$ cat config.mk
export PLATFORM = sky130hd
export DESIGN_NAME = tss_supervisor
export DESIGN_NICKNAME = d
export VERILOG_FILES = /design/src/hdl/_unused_guard.sv /design/src/hdl/tss_pkg.sv /design/src/hdl/tss_supervisor.sv
export VERILOG_INCLUDE_DIRS = /design/src /design/src/hdl
export SDC_FILE = /design/constraint.sdc
export NUM_CORES = 1
export LEC_CHECK = 0
export ABC_CLOCK_PERIOD_IN_PS = 3200
export BUFFER_PORTS_ARGS = -buffer_cell sky130_fd_sc_hd__buf_2
export CORE_MARGIN = 2
export CORE_UTILIZATION = 34
export CTS_BUF_LIST = sky130_fd_sc_hd__clkbuf_8
export DETAILED_ROUTE_END_ITERATION = 16
export PLACE_DENSITY = 0.57
export SYNTH_ARGS = -nofsm -noshare
export SYNTH_HDL_FRONTEND = slang
export SYNTH_SLANG_ARGS = --single-unit
$ cat constraint.sdc
create_clock -name clock -period 3.2 [get_ports clock]
set_clock_uncertainty 0.05 [all_clocks]
set_input_delay 0.96 -clock clock [delete_from_list [all_inputs] [get_ports clock]]
set_output_delay 0.96 -clock clock [all_outputs]
set_load 0.05 [all_outputs]
$ cat src/hdl/tss_params.svh
// Register indices, reset values and timing counts of the supply supervisor
`ifndef TSS_PARAMS_SVH
`define TSS_PARAMS_SVH
`define TSS_IDX_AMPL 16'hfe58
`define TSS_IDX_CTRL 16'hfe59
`define TSS_IDX_PERSIST 16'hfe5a
`define TSS_IDX_GUARD 16'hfe5b
`define TSS_IDX_CORR1 16'hfe5c
`define TSS_IDX_CORR2 16'hfe5d
`define TSS_IDX_CURTHR 16'hfe5e
`define TSS_IDX_CURGUARD 16'hfe5f
`define TSS_IDX_IRQST 16'hfe60
`define TSS_IDX_IRQMASK 16'hfe61
`define TSS_CTRL_VOLT_EN 0
`define TSS_CTRL_VFAULT 1
`define TSS_CTRL_CONT_CUR 2
`define TSS_CTRL_PFAULT 3
`define TSS_IRQ_PFAULT 0
`define TSS_IRQ_VFAULT 1
`define TSS_RST_CTRL 8'h00
`define TSS_RST_PERSIST 8'h02
`define TSS_RST_GUARD 8'h2d
`define TSS_RST_CORR 8'h00
`define TSS_RST_CURTHR 8'hff
`define TSS_RST_CURGUARD 8'h2d
`define TSS_CLK_NS 10
`define TSS_PERSIST_UNIT_NS 50
`define TSS_PERSIST_TICK (`TSS_PERSIST_UNIT_NS / `TSS_CLK_NS)
`define TSS_GUARD_UNIT_US 50
`define TSS_GUARD_TICK (`TSS_GUARD_UNIT_US * 1000 / `TSS_CLK_NS)
`define TSS_AMPL_LOW 8'h40
`define TSS_AMPL_HIGH 8'hc0
`endif

$ cat src/hdl/_unused_guard.sv
// intentionally empty

$ cat src/hdl/tss_pkg.sv
// Types shared by the supply supervisor
package tss_pkg;
  typedef enum logic [1:0] {TSS_IDLE = 2'b01, TSS_TX = 2'b10} tss_state_type;
  typedef struct packed {
    logic psel;
    logic penable;
    logic pwrite;
    logic [31:0] paddr;
    logic [31:0] pwdata;
  } tss_apb_req_type;
  typedef struct packed {
    logic [31:0] prdata;
    logic pready;
    logic pslverr;
  } tss_apb_rsp_type;
  typedef struct packed {
    logic txStart;
    logic txEnd;
    logic [7:0] txMagnitude;
    logic voltageLow;
    logic [7:0] currentLevel;
  } tss_sense_type;
  typedef struct packed {
    logic [7:0] rssiRaw;
    logic gainControlFirstPath;
    logic gainControlSecondPath;
  } tss_rssi_type;
endpackage

$ cat src/hdl/tss_supervisor.sv
// Transmit supply supervisor with APB register file
// Functional notes
// - Read-only 8-bit amplitude level proportional to emitted signal amplitude.
// - Amplitude level drives an impedance estimate that sets emission configuration.
// - Power failure sets power flag, stops transmission, refuses new ones.
// - Continuous sense 0: measure current once per transmission after guard time.
// - Continuous sense 1: measure current always, idle and transmitting.
// - Voltage failure sets voltage flag, stops transmission, blocks new ones.
// - Voltage sense enable: 0 disables sensing (reset), 1 enables.
// - Voltage failure declared only after persisting programmed 50 ns units.
// - Voltage failures ignored until guard period after transmission start.
// - Guard period counted in 50 us units, reset value 0x2d.
// - First-path RSSI correction applied while first gain path is active.
// - Second-path RSSI correction applied while only the second gain path is active.
//
// Implementation choice: register access over APB.
`timescale 1ns/10ps
`include "tss_params.svh"
module tss_supervisor #(
  parameter int GUARD_TICK = `TSS_GUARD_TICK
)
(
  // Clock and reset
  input wire logic clock,
  input wire logic resetn,
  // APB slave
  input wire tss_pkg::tss_apb_req_type apbReq,
  output tss_pkg::tss_apb_rsp_type apbRsp,
  // Transmit path and supply sense
  input wire tss_pkg::tss_sense_type sense,
  output logic txActive,
  output logic [1:0] emitConfig,
  // Received signal strength
  input wire tss_pkg::tss_rssi_type rssi,
  output logic [7:0] rssiCorrected,
  // Interrupt
  output logic irq
);
  typedef struct packed {
    tss_pkg::tss_state_type state;
    logic txActive;
    logic [7:0] ctrl;
    logic [7:0] persist;
    logic [7:0] guard;
    logic [7:0] corr1;
    logic [7:0] corr2;
    logic [7:0] curThr;
    logic [7:0] curGuard;
    logic [1:0] irqSt;
    logic [1:0] irqMask;
    logic [2:0] div50ns;
    logic [12:0] div50us;
    logic [7:0] guardCnt;
    logic [7:0] failCnt;
    logic measured;
    logic [7:0] peak;
    logic [7:0] ampl;
    logic [1:0] emitCfg;
    logic [7:0] rssiOut;
    tss_pkg::tss_apb_rsp_type rsp;
    logic irq;
  } tss_regs_type;

  tss_regs_type r;
  tss_regs_type next_r;
  logic tick50ns;
  logic tick50us;
  logic access;
  logic wrCtrl;
  logic vArm;
  logic vFailEvt;
  logic pCheck;
  logic pFailEvt;
  logic startOk;

  function automatic logic addrHit(input logic [31:0] addr, input logic [15:0] idx);
    addrHit = addr == {14'h0000, idx, 2'b00};
  endfunction

  function automatic logic [7:0] satAdd(input logic [7:0] a, input logic [7:0] b);
    logic [8:0] s;
    s = {1'b0, a} + {1'b0, b};
    satAdd = s[8] ? 8'hff : s[7:0];
  endfunction

  // High amplitude means a light line load, so back the driver off
  function automatic logic [1:0] impedanceStep(input logic [7:0] a);
    if (a < `TSS_AMPL_LOW)
    begin
      impedanceStep = 2'b10;
    end
    else if (a > `TSS_AMPL_HIGH)
    begin
      impedanceStep = 2'b00;
    end
    else
    begin
      impedanceStep = 2'b01;
    end
  endfunction

  always_comb
  begin
    next_r = r;
    tick50ns = r.div50ns == 3'(`TSS_PERSIST_TICK - 1);
    tick50us = r.div50us == 13'(GUARD_TICK - 1);
    access = apbReq.psel && apbReq.penable && r.rsp.pready;
    wrCtrl = access && apbReq.pwrite && addrHit(apbReq.paddr, `TSS_IDX_CTRL);
    vArm = r.txActive && r.ctrl[`TSS_CTRL_VOLT_EN] && r.guardCnt >= r.guard;
    vFailEvt = vArm && sense.voltageLow && r.failCnt >= r.persist;
    if (r.ctrl[`TSS_CTRL_CONT_CUR])
    begin
      pCheck = 1'b1;
    end
    else
    begin
      pCheck = r.txActive && !r.measured && r.guardCnt >= r.curGuard;
    end
    pFailEvt = pCheck && sense.currentLevel > r.curThr;
    // A fault raised in the start cycle refuses that start as well
    startOk = sense.txStart && !r.txActive && !pFailEvt
      && !r.ctrl[`TSS_CTRL_PFAULT] && !r.ctrl[`TSS_CTRL_VFAULT];
    next_r.div50ns = tick50ns ? 3'h0 : r.div50ns + 3'h1;
    // Restarted at each start so the guard counts exactly from it
    next_r.div50us = (tick50us || startOk) ? 13'h0000 : r.div50us + 13'h0001;
    if (!vArm || !sense.voltageLow)
    begin
      next_r.failCnt = 8'h00;
    end
    else if (tick50ns && r.failCnt != 8'hff)
    begin
      next_r.failCnt = r.failCnt + 8'h01;
    end
    if (r.txActive && tick50us && r.guardCnt != 8'hff)
    begin
      next_r.guardCnt = r.guardCnt + 8'h01;
    end
    if (pCheck && !r.ctrl[`TSS_CTRL_CONT_CUR])
    begin
      next_r.measured = 1'b1;
    end
    case (r.state)
      tss_pkg::TSS_IDLE:
      begin
        if (startOk)
        begin
          next_r.state = tss_pkg::TSS_TX;
          next_r.txActive = 1'b1;
          next_r.guardCnt = 8'h00;
          next_r.measured = 1'b0;
          next_r.peak = 8'h00;
        end
      end
      tss_pkg::TSS_TX:
      begin
        if (sense.txMagnitude > r.peak)
        begin
          next_r.peak = sense.txMagnitude;
        end
        if (tick50us)
        begin
          next_r.ampl = r.peak;
          next_r.emitCfg = impedanceStep(r.peak);
          next_r.peak = 8'h00;
        end
        if (sense.txEnd || vFailEvt || pFailEvt)
        begin
          next_r.state = tss_pkg::TSS_IDLE;
          next_r.txActive = 1'b0;
        end
      end
      default:
      begin
        next_r.state = tss_pkg::TSS_IDLE;
        next_r.txActive = 1'b0;
      end
    endcase
    if (access && apbReq.pwrite)
    begin
      if (wrCtrl)
      begin
        next_r.ctrl[`TSS_CTRL_VOLT_EN] = apbReq.pwdata[`TSS_CTRL_VOLT_EN];
        next_r.ctrl[`TSS_CTRL_CONT_CUR] = apbReq.pwdata[`TSS_CTRL_CONT_CUR];
        if (!apbReq.pwdata[`TSS_CTRL_VFAULT])
        begin
          next_r.ctrl[`TSS_CTRL_VFAULT] = 1'b0;
        end
        if (!apbReq.pwdata[`TSS_CTRL_PFAULT])
        begin
          next_r.ctrl[`TSS_CTRL_PFAULT] = 1'b0;
        end
      end
      if (addrHit(apbReq.paddr, `TSS_IDX_PERSIST))
      begin
        next_r.persist = apbReq.pwdata[7:0];
      end
      if (addrHit(apbReq.paddr, `TSS_IDX_GUARD))
      begin
        next_r.guard = apbReq.pwdata[7:0];
      end
      if (addrHit(apbReq.paddr, `TSS_IDX_CORR1))
      begin
        next_r.corr1 = apbReq.pwdata[7:0];
      end
      if (addrHit(apbReq.paddr, `TSS_IDX_CORR2))
      begin
        next_r.corr2 = apbReq.pwdata[7:0];
      end
      if (addrHit(apbReq.paddr, `TSS_IDX_CURTHR))
      begin
        next_r.curThr = apbReq.pwdata[7:0];
      end
      if (addrHit(apbReq.paddr, `TSS_IDX_CURGUARD))
      begin
        next_r.curGuard = apbReq.pwdata[7:0];
      end
      if (addrHit(apbReq.paddr, `TSS_IDX_IRQST))
      begin
        next_r.irqSt = r.irqSt & ~apbReq.pwdata[1:0];
      end
      if (addrHit(apbReq.paddr, `TSS_IDX_IRQMASK))
      begin
        next_r.irqMask = apbReq.pwdata[1:0];
      end
    end
    // Hardware set comes last so it wins over a clear in the same cycle
    if (vFailEvt)
    begin
      next_r.ctrl[`TSS_CTRL_VFAULT] = 1'b1;
      next_r.irqSt[`TSS_IRQ_VFAULT] = 1'b1;
    end
    if (pFailEvt)
    begin
      next_r.ctrl[`TSS_CTRL_PFAULT] = 1'b1;
      next_r.irqSt[`TSS_IRQ_PFAULT] = 1'b1;
    end
    next_r.ctrl[7:4] = 4'h0;
    next_r.irq = |(next_r.irqSt & next_r.irqMask);
    if (rssi.gainControlFirstPath)
    begin
      next_r.rssiOut = satAdd(rssi.rssiRaw, r.corr1);
    end
    else if (rssi.gainControlSecondPath)
    begin
      next_r.rssiOut = satAdd(rssi.rssiRaw, r.corr2);
    end
    else
    begin
      next_r.rssiOut = rssi.rssiRaw;
    end
    next_r.rsp.pready = apbReq.psel && !apbReq.penable;
    if (apbReq.psel && !apbReq.penable)
    begin
      next_r.rsp.pslverr = 1'b0;
      if (addrHit(apbReq.paddr, `TSS_IDX_AMPL))
      begin
        next_r.rsp.prdata = {24'h000000, r.ampl};
        next_r.rsp.pslverr = apbReq.pwrite;
      end
      else if (addrHit(apbReq.paddr, `TSS_IDX_CTRL))
      begin
        next_r.rsp.prdata = {24'h000000, r.ctrl};
      end
      else if (addrHit(apbReq.paddr, `TSS_IDX_PERSIST))
      begin
        next_r.rsp.prdata = {24'h000000, r.persist};
      end
      else if (addrHit(apbReq.paddr, `TSS_IDX_GUARD))
      begin
        next_r.rsp.prdata = {24'h000000, r.guard};
      end
      else if (addrHit(apbReq.paddr, `TSS_IDX_CORR1))
      begin
        next_r.rsp.prdata = {24'h000000, r.corr1};
      end
      else if (addrHit(apbReq.paddr, `TSS_IDX_CORR2))
      begin
        next_r.rsp.prdata = {24'h000000, r.corr2};
      end
      else if (addrHit(apbReq.paddr, `TSS_IDX_CURTHR))
      begin
        next_r.rsp.prdata = {24'h000000, r.curThr};
      end
      else if (addrHit(apbReq.paddr, `TSS_IDX_CURGUARD))
      begin
        next_r.rsp.prdata = {24'h000000, r.curGuard};
      end
      else if (addrHit(apbReq.paddr, `TSS_IDX_IRQST))
      begin
        next_r.rsp.prdata = {30'h00000000, r.irqSt};
      end
      else if (addrHit(apbReq.paddr, `TSS_IDX_IRQMASK))
      begin
        next_r.rsp.prdata = {30'h00000000, r.irqMask};
      end
      else
      begin
        next_r.rsp.prdata = 32'h00000000;
        next_r.rsp.pslverr = 1'b1;
      end
    end
  end

  always_ff @(posedge clock or negedge resetn)
  begin
    if (!resetn)
    begin
      r <= '0;
      r.state <= tss_pkg::TSS_IDLE;
      r.ctrl <= `TSS_RST_CTRL;
      r.persist <= `TSS_RST_PERSIST;
      r.guard <= `TSS_RST_GUARD;
      r.corr1 <= `TSS_RST_CORR;
      r.corr2 <= `TSS_RST_CORR;
      r.curThr <= `TSS_RST_CURTHR;
      r.curGuard <= `TSS_RST_CURGUARD;
    end
    else
    begin
      r <= next_r;
    end
  end

  assign apbRsp = r.rsp;
  assign txActive = r.txActive;
  assign emitConfig = r.emitCfg;
  assign rssiCorrected = r.rssiOut;
  assign irq = r.irq;
endmodule

==> metrics.cfg, run 1 <==
[pwr]
power.leakage_uw = 0.00439
power.density_mw_per_mm2 = 400
peakVddDrop_mv = 0.292

[cts]
cts_sinks = 128
postCtsSetupBuffers = 0
cts_inserted_buffers = 17
path_clk_slew_ns = 0.08
cts_hold_buffers = 0
root_buffer = clkbuf_8
cts_buffer_depth = 2
cts.htree.levels = 4
clk_latency_ns = 0.46
cts-resized-gates = 0
cts_tree = done

[sta]
drv_slew = 0
min_period_over_period_pct = 83.9
tightest_slew_ns = 1.01
hold_viol = 0
hold_slack_ns = 0.371
rsz0062_at_grt = no
min_period_ns = 2.68
fmax_mhz = 373
maxSlewHeadroom_pct = 32.5
setup-tns-final_ns = 0
setup_violations = 0

[yosys]
synth_most_common_cell = dfrtp_1
yosysTopAreaCell = dfrtp_1
yosysWarnings = 0
synth.area.top_cells = dfrtp_1 (34%), ha_1 (9.5%), dfstp_2 (5.9%), mux2_2 (4.9%), buf_4 (4.2%)
syn-instance-count = 822
yosysUniqueCellTypes = 78
syn-cell-area_mm2 = 0.00804
synthFlopType = dfrtp_1
synth_top_area_share_pct = 34.2
netlist_top_cells_count = dfrtp_1 (110), inv_1 (64), ha_1 (61)
synthArstFlopShare_pct = 100
synth-seq-cells = 128
synth.avg_cell_area_um2 = 9.78
synth_edf_count = 0
ys_seq_area_share_pct = 40.1

[final_layout]
synthToLayoutAreaGrowth_pct = 13.7
stdcell_count = 1249
insertedDiodeCount = 0
drive_above_1_share_pct = 24.1
fin_nets = 1078

[grt]
grtUsageTotal_pct = 18.1
antenna_found_initial = 0
grt_max_degree = 61
grt_pass1_wl_um = 34400
gr-total-overflow = 0
grt_pass1_vias = 6399

[critical_path]
critPathLaunchType = primary input
rr_startpoint = r[110]
end_kind = register
reg2reg_to = r[53]
crit_arrival_ns = 3.03
cp.required_ns = 3.55
critPathKind = primary input to register
crit_path_max_fanout = 8
cp-startpoint = sense[13]
r2r_slack_ns = 0.52
reg2regPathDepth = 8

[die]
die_w_um = 158
std_cell_rows = 56
fp.dieH_um = 158
ios = 144
coreArea_mm2 = 0.0233
start_util_pct = 34.5
die_area_mm2 = 0.0249

[drt]
wl_per_cell_um = 17.1
vias = 6393
ant_nets = 0
firstDrtPassIters = 7
drc = 0
routed_wl_um = 21400
initialDrtViolationCount = 370
vias_per_cell = 5.12

[run_status]
status = finished clean

[min_path]
hold_class = primary input to asynchronous set/reset pin

[placed_design]
dp.cells = 1217
dp_hpwl_um = 16600
gp_congestion = 0.906
portBuffers = 95

[job]
maxCapViolations = 0

[kinds of logic after synthesis]
kind of cell	after synthesis	synth area share [%]
other	1	0.0466
xor gates and xnor gates	29	3.16
DFF	128	40.1
buffers and inverters	128	8.15
and+or+nand+nor	237	15.6
adders and majority gates	63	9.99
muxes	61	8.81
AOI/OAI and AO/OA	175	14.1
[critical path, cell delays in order]
cell,delay [ns]
buf_2,0.11
ha_1,0.31
and3_1,0.20
o21a_1,0.10
o21ai_0,0.21
a31oi_1,0.13
nor3_1,0.73
a22o_1,0.28
[cell type report]
cell class / count / area (um^2)
multi-input cells: 589 / 4250
well taps: 319 / 399
clock buffers: 20 / 275
flip-flops and latches: 128 / 3230
clock inverters: 12 / 85.1
repair buffers: 117 / 668
fillers: 2396 / 14200
inverters: 64 / 240
[placed cells by master (no fill, tap or decap), types with 21 or more instances in the layout]
master,instances
nand3_1,25
nor3_1,25
buf_4,21
dfrtp_1,110
buf_2,94
nor2_1,55
mux2_2,35
ha_1,61
o21ai_0,47
nand2_1,52
inv_1,64
conb_1,24
a21oi_1,35
[worst max path at each step]
stage	end	slack (ns)	cells after the start
6_report	r[53]	0.52	8
5_1_grt	r[58]	0.34	8
4_1_cts	r[53]	0.49	8
3_5_place_dp	r[53]	0.002	8
3_3_place_gp	r[55]	0.02	8
2_1_floorplan	rssiCorrected[7]	0.47	9
[state kept, by name, indices dropped and copies added, names as in the netlist]
register       count
rssiCorrected      8
irq                1
r                107
apbRsp            10
emitConfig         2
[where the power goes]
| part | leakage, uW | internal, uW | switching (uW) | total, uW |
|---|---|---|---|---|
| sequential | 0.00163 | 1680 | 66.0 | 1750 |
| combinational | 0.00258 | 202 | 415 | 617 |
| clock | 0.000177 | 597 | 695 | 1290 |
| total | 0.00439 | 2480 | 1180 | 3660 |
[routing by layer]
metal / track usage [%] / vias up / share of wire (%)
met3: 3.48 / 33 / 5.1
met2: 29.4 / 172 / 47
met4: 6.45 / 0 / 2.5
met1: 24.0 / 3092 / 46
met5: 0 / - / 0
li1: - / 3096 / -
[metrics by stage]
step                util [%]  setup slack [ns]  area [um^2]  power (uW)
floorplan                  -             0.468         8130        2220
global placement        37.6            0.0182         8780        2400
detailed placement      37.6           0.00186         8780        2400
CTS                     39.2             0.488         9140        3690
global route            39.2             0.344         9140        3850
finish                  39.2             0.516         9140        3660
Power figures use the tool's default switching activity.
==> inputs of run 2 (changes only) <==
--- a/config.mk
+++ b/config.mk
@@ -6,13 +6,13 @@
 export SDC_FILE = /design/constraint.sdc
 export NUM_CORES = 1
 export LEC_CHECK = 0
-export ABC_CLOCK_PERIOD_IN_PS = 3200
+export ABC_CLOCK_PERIOD_IN_PS = 2390
 export BUFFER_PORTS_ARGS = -buffer_cell sky130_fd_sc_hd__buf_2
 export CORE_MARGIN = 2
 export CORE_UTILIZATION = 34
 export CTS_BUF_LIST = sky130_fd_sc_hd__clkbuf_8
 export DETAILED_ROUTE_END_ITERATION = 16
-export PLACE_DENSITY = 0.57
+export PLACE_DENSITY = 0.59
 export SYNTH_ARGS = -nofsm -noshare
 export SYNTH_HDL_FRONTEND = slang
 export SYNTH_SLANG_ARGS = --single-unit
==> constraint.sdc (replaced) <==
create_clock -name clock -period 2.39 [get_ports clock]
set_clock_uncertainty 0.05 [all_clocks]
set_input_delay 0.717 -clock clock [delete_from_list [all_inputs] [get_ports clock]]
set_output_delay 0.717 -clock clock [all_outputs]
set_load 0.05 [all_outputs]
==> metrics.cfg, run 2 (same netlist as run 1, synthesis figures left out) <==
[grt]
grtUsageTotal_pct = 17.8
grt_pass1_wl_um = 34000
antenna_found_initial = 0
grt_max_degree = 44
grt_pass1_vias = 6421
gr-total-overflow = 0

[final_layout]
fillerInstances = 2307
largest_reg_flops = 107
insertedDiodeCount = 0
top_register = r
utilization_pct = 41.6
fin_nets = 1127
layout_commonest_cell = dfrtp_1
synthToLayoutAreaGrowth_pct = 20.8
drive_above_1_share_pct = 29.1
stdcell_count = 1298
final_cell_mix = dfrtp_1 (110), buf_2 (94), buf_4 (66)

[critical_path]
critPathKind = register to register
crit_buf_inv = 2
critPathLaunchType = register
cp_slowest_cell = dfstp_2
reg2regPathDepth = 9
slowest_delay_ns = 0.55
cp_cell_sequence = inv_1, ha_1, a21o_1, a21oi_2, o211ai_1, and2_2, a21boi_4, buf_6, nor3_1
crit_path_max_fanout = 7
cp.required_ns = 2.68
crit_family = compound AO/OA/AOI/OAI gates
crit_cells = 9
crit_arrival_ns = 2.61
end_kind = register

[drt]
drc = 0
vias_per_cell = 5.03
routed_wl_um = 21400
firstDrtPassIters = 5
wl_per_cell_um = 16.5
initialDrtViolationCount = 342
ant_nets = 0
vias = 6532

[placed_design]
dp_hpwl_um = 17000
dp.cells = 1264
gp_congestion = 0.941
portBuffers = 95

[sta]
min_period_over_period_pct = 96.9
fmax_mhz = 432
hold_slack_ns = 0.101
hold_viol = 0
drv_slew = 0
maxSlewHeadroom_pct = 59.6
min_period_ns = 2.32
tightest_slew_ns = 0.605
setup_violations = 0

[cts]
cts_buffer_depth = 2
root_buffer = clkbuf_8
cts_sinks = 128
cts.htree.levels = 4
cts_inserted_buffers = 17
path_clk_slew_ns = 0.08
cts_tree = done
clk_latency_ns = 0.45
cts_hold_buffers = 0

[pwr]
power.density_mw_per_mm2 = 556
peakVddDrop_mv = 0.430
power.leakage_uw = 0.00467

[die]
std_cell_rows = 56
coreArea_mm2 = 0.0233
fp.dieH_um = 158
ios = 144
die_w_um = 158
die_area_mm2 = 0.0249
start_util_pct = 34.5

[job]
maxCapViolations = 0

[run_status]
status = finished clean

[min_path]
hold_class = primary input to asynchronous set/reset pin

-- run 2: layout make-up --
type / count / area [um^2] / area share [%]
Multi-Input combinational cell: 589 / 4330 / 44.6
Sequential cell: 128 / 3230 / 33.2
Timing Repair Buffer: 166 / 1070 / 11.0
Tap cell: 319 / 399 / 4.11
Clock buffer: 18 / 248 / 2.55
Inverter: 64 / 240 / 2.47
Clock inverter: 14 / 203 / 2.09
-- run 2: worst paths after layout --
path | slack, ns | end | startpoint
worst max-delay path | 0.07 | r[85] | r[112]
worst min-delay path | 0.10 | r[78] | resetn
worst max register to register | 0.07 | r[85] | r[112]
worst min register to register | 0.41 | r[91] | r[91]
max in group asynchronous | 1.50 | r[103] | resetn
min in group clock | 0.41 | r[91] | r[91]
-- run 2: power breakdown --
group	switching (uW)	internal, uW	total (uW)
sequential	82.4	2250	2340
clock	959	1180	2140
combinational	588	337	925
-- run 2: repair_timing --
action                     4_1_cts  5_1_grt
setup endpoints to repair        8       38
gates resized for setup          5       12
pin swaps                        0        4
gates cloned                     1        1
buffers inserted                 0        0
-- run 2: routing by layer --
layer | vias up | global-route usage [%] | share of wire [%]
met5 | - | 0 | 0
li1 | 3190 | - | -
met4 | 0 | 5.76 | 1.9
met1 | 3163 | 23.7 | 46
met2 | 151 | 29.7 | 48
met3 | 28 | 2.76 | 4.0
-- run 2: through the flow --
stage               area (um^2)  setup slack, ns  setup TNS, ns  total power [uW]
floorplan                  8180          -0.0122        -0.0404              2970
global route               9720          -0.0114        -0.0645              5650
global placement           9190           -0.380         -16.49              3260
finish                     9720           0.0737              0              5400
detailed placement         9190           -0.434         -17.58              3270
CTS                        9660          0.00490              0              5430
==> inputs of run 3 (changes only) <==
--- a/config.mk
+++ b/config.mk
@@ -10,7 +10,6 @@
 export BUFFER_PORTS_ARGS = -buffer_cell sky130_fd_sc_hd__buf_2
 export CORE_MARGIN = 2
 export CORE_UTILIZATION = 34
-export CTS_BUF_LIST = sky130_fd_sc_hd__clkbuf_8
 export DETAILED_ROUTE_END_ITERATION = 16
 export PLACE_DENSITY = 0.59
 export SYNTH_ARGS = -nofsm -noshare
==> metrics.cfg, run 3 (same netlist as run 1, synthesis figures left out) <==
[grt]
gr-total-overflow = 0
antenna_found_initial = 0
grt_pass1_wl_um = 34200
grt_max_degree = 44
grt_pass1_vias = 6431
grtUsageTotal_pct = 17.8

[cts]
cts_buffer_depth = 2
cts_tree = done
cts_inserted_buffers = 17
clk_latency_ns = 0.42
root_buffer = clkbuf_16
cts_sinks = 128
path_clk_slew_ns = 0.06
cts.htree.levels = 4

[pwr]
power_uw = 6100
peakVddDrop_mv = 0.424
power.leakage_uw = 0.00478
power.density_mw_per_mm2 = 614

[final_layout]
fillerInstances = 2269
synthToLayoutAreaGrowth_pct = 23.4
layout_commonest_cell = dfrtp_1
final_design_area_no_fill_mm2 = 0.00992
insertedDiodeCount = 0
final_cell_mix = dfrtp_1 (110), buf_2 (94), buf_4 (68)
utilization_pct = 42.5
largest_reg_flops = 107
drive_above_1_share_pct = 29.4
fin_nets = 1129
top_register = r

[sta]
fmax_mhz = 434
min_period_ns = 2.31
setup_slack_ns = 0.0833
maxSlewHeadroom_pct = 59.2
rsz0062_at_grt = yes
tightest_slew_ns = 0.611
hold_viol = 0
setup_violations = 0
min_period_over_period_pct = 96.5
drv_slew = 0

[critical_path]
cp.required_ns = 2.64
crit_path_max_fanout = 7
crit_buf_inv = 2
r2r_slack_ns = 0.08
cp_slowest_cell = dfstp_2
reg2reg_to = r[85]
critPathLaunchType = register
rr_startpoint = r[103]
crit_arrival_ns = 2.56
critPathKind = register to register
crit_family = compound AO/OA/AOI/OAI gates
reg2regPathDepth = 9
end_kind = register
slowest_delay_ns = 0.52
cp_cell_sequence = inv_1, ha_4, a2111o_1, a31oi_1, o21ai_1, a21o_1, a21boi_4, buf_6, nor3_1

[drt]
drc = 0
vias_per_cell = 5.05
ant_nets = 0
vias = 6562
initialDrtViolationCount = 396
wl_per_cell_um = 16.6
firstDrtPassIters = 5
routed_wl_um = 21600

[placed_design]
gp_congestion = 0.941
portBuffers = 95
dp_slack_ns = -0.434
placed_cell_area_mm2 = 0.00919
dp_hpwl_um = 17000

[die]
std_cell_rows = 56
coreArea_mm2 = 0.0233
start_util_pct = 34.5
fp.dieH_um = 158
die_w_um = 158
ios = 144
die_area_mm2 = 0.0249

[run_status]
status = finished clean

[job]
maxCapViolations = 0

[min_path]
hold_class = primary input to asynchronous set/reset pin

[run 3: how the worst max path moves through the flow]
stage / start / endpoint / depth (start not counted)
final: r[103] / r[85] / 9
after global routing: r[112] / r[76] / 10
after CTS: r[57] / r[55] / 7
after detailed placement: sense[13] / r[55] / 7
after global placement: sense[13] / r[55] / 7
after floorplan: apbReq[35] / apbRsp[3] / 7
[run 3: per-stage QoR]
step	cells	hold slack, ns	TNS [ns]
after global routing	1300	0.153	-0.247
after floorplan	845	0.371	-0.0404
after detailed placement	1264	0.406	-17.58
after CTS	1296	0.144	0
final	1300	0.142	0
after global placement	1264	0.393	-16.49
[run 3: metal layers]
metal	vias up	share of wire, %	global-route usage [%]
li1	3205	-	-
met3	16	4.5	3.31
met2	142	49	29.9
met5	-	0	0
met1	3199	46	23.9
met4	0	1.2	4.11
[run 3: where the power goes]
group / switching (uW) / internal, uW
Sequential: 82.6 / 2260
Combinational: 590 / 336
Clock: 1040 / 1790
[run 3: layout make-up]
| type | instances | area (um^2) | area share, % |
|---|---|---|---|
| clock buffers | 18 | 439 | 4.43 |
| multi-input cells | 589 | 4330 | 43.7 |
| inverters | 64 | 240 | 2.42 |
| flip-flops and latches | 128 | 3230 | 32.5 |
| repair buffers | 168 | 1080 | 10.9 |
| well taps | 319 | 399 | 4.02 |
| clock inverters | 14 | 203 | 2.04 |
[run 3: repair_timing]
item | CTS | global route
gates resized for setup | 1 | 17
cloned | 0 | 2
setup buffers | 0 | 2
hold buffers | 0 | 0
setup endpoints to repair | 8 | 39
pin swaps | 1 | 3
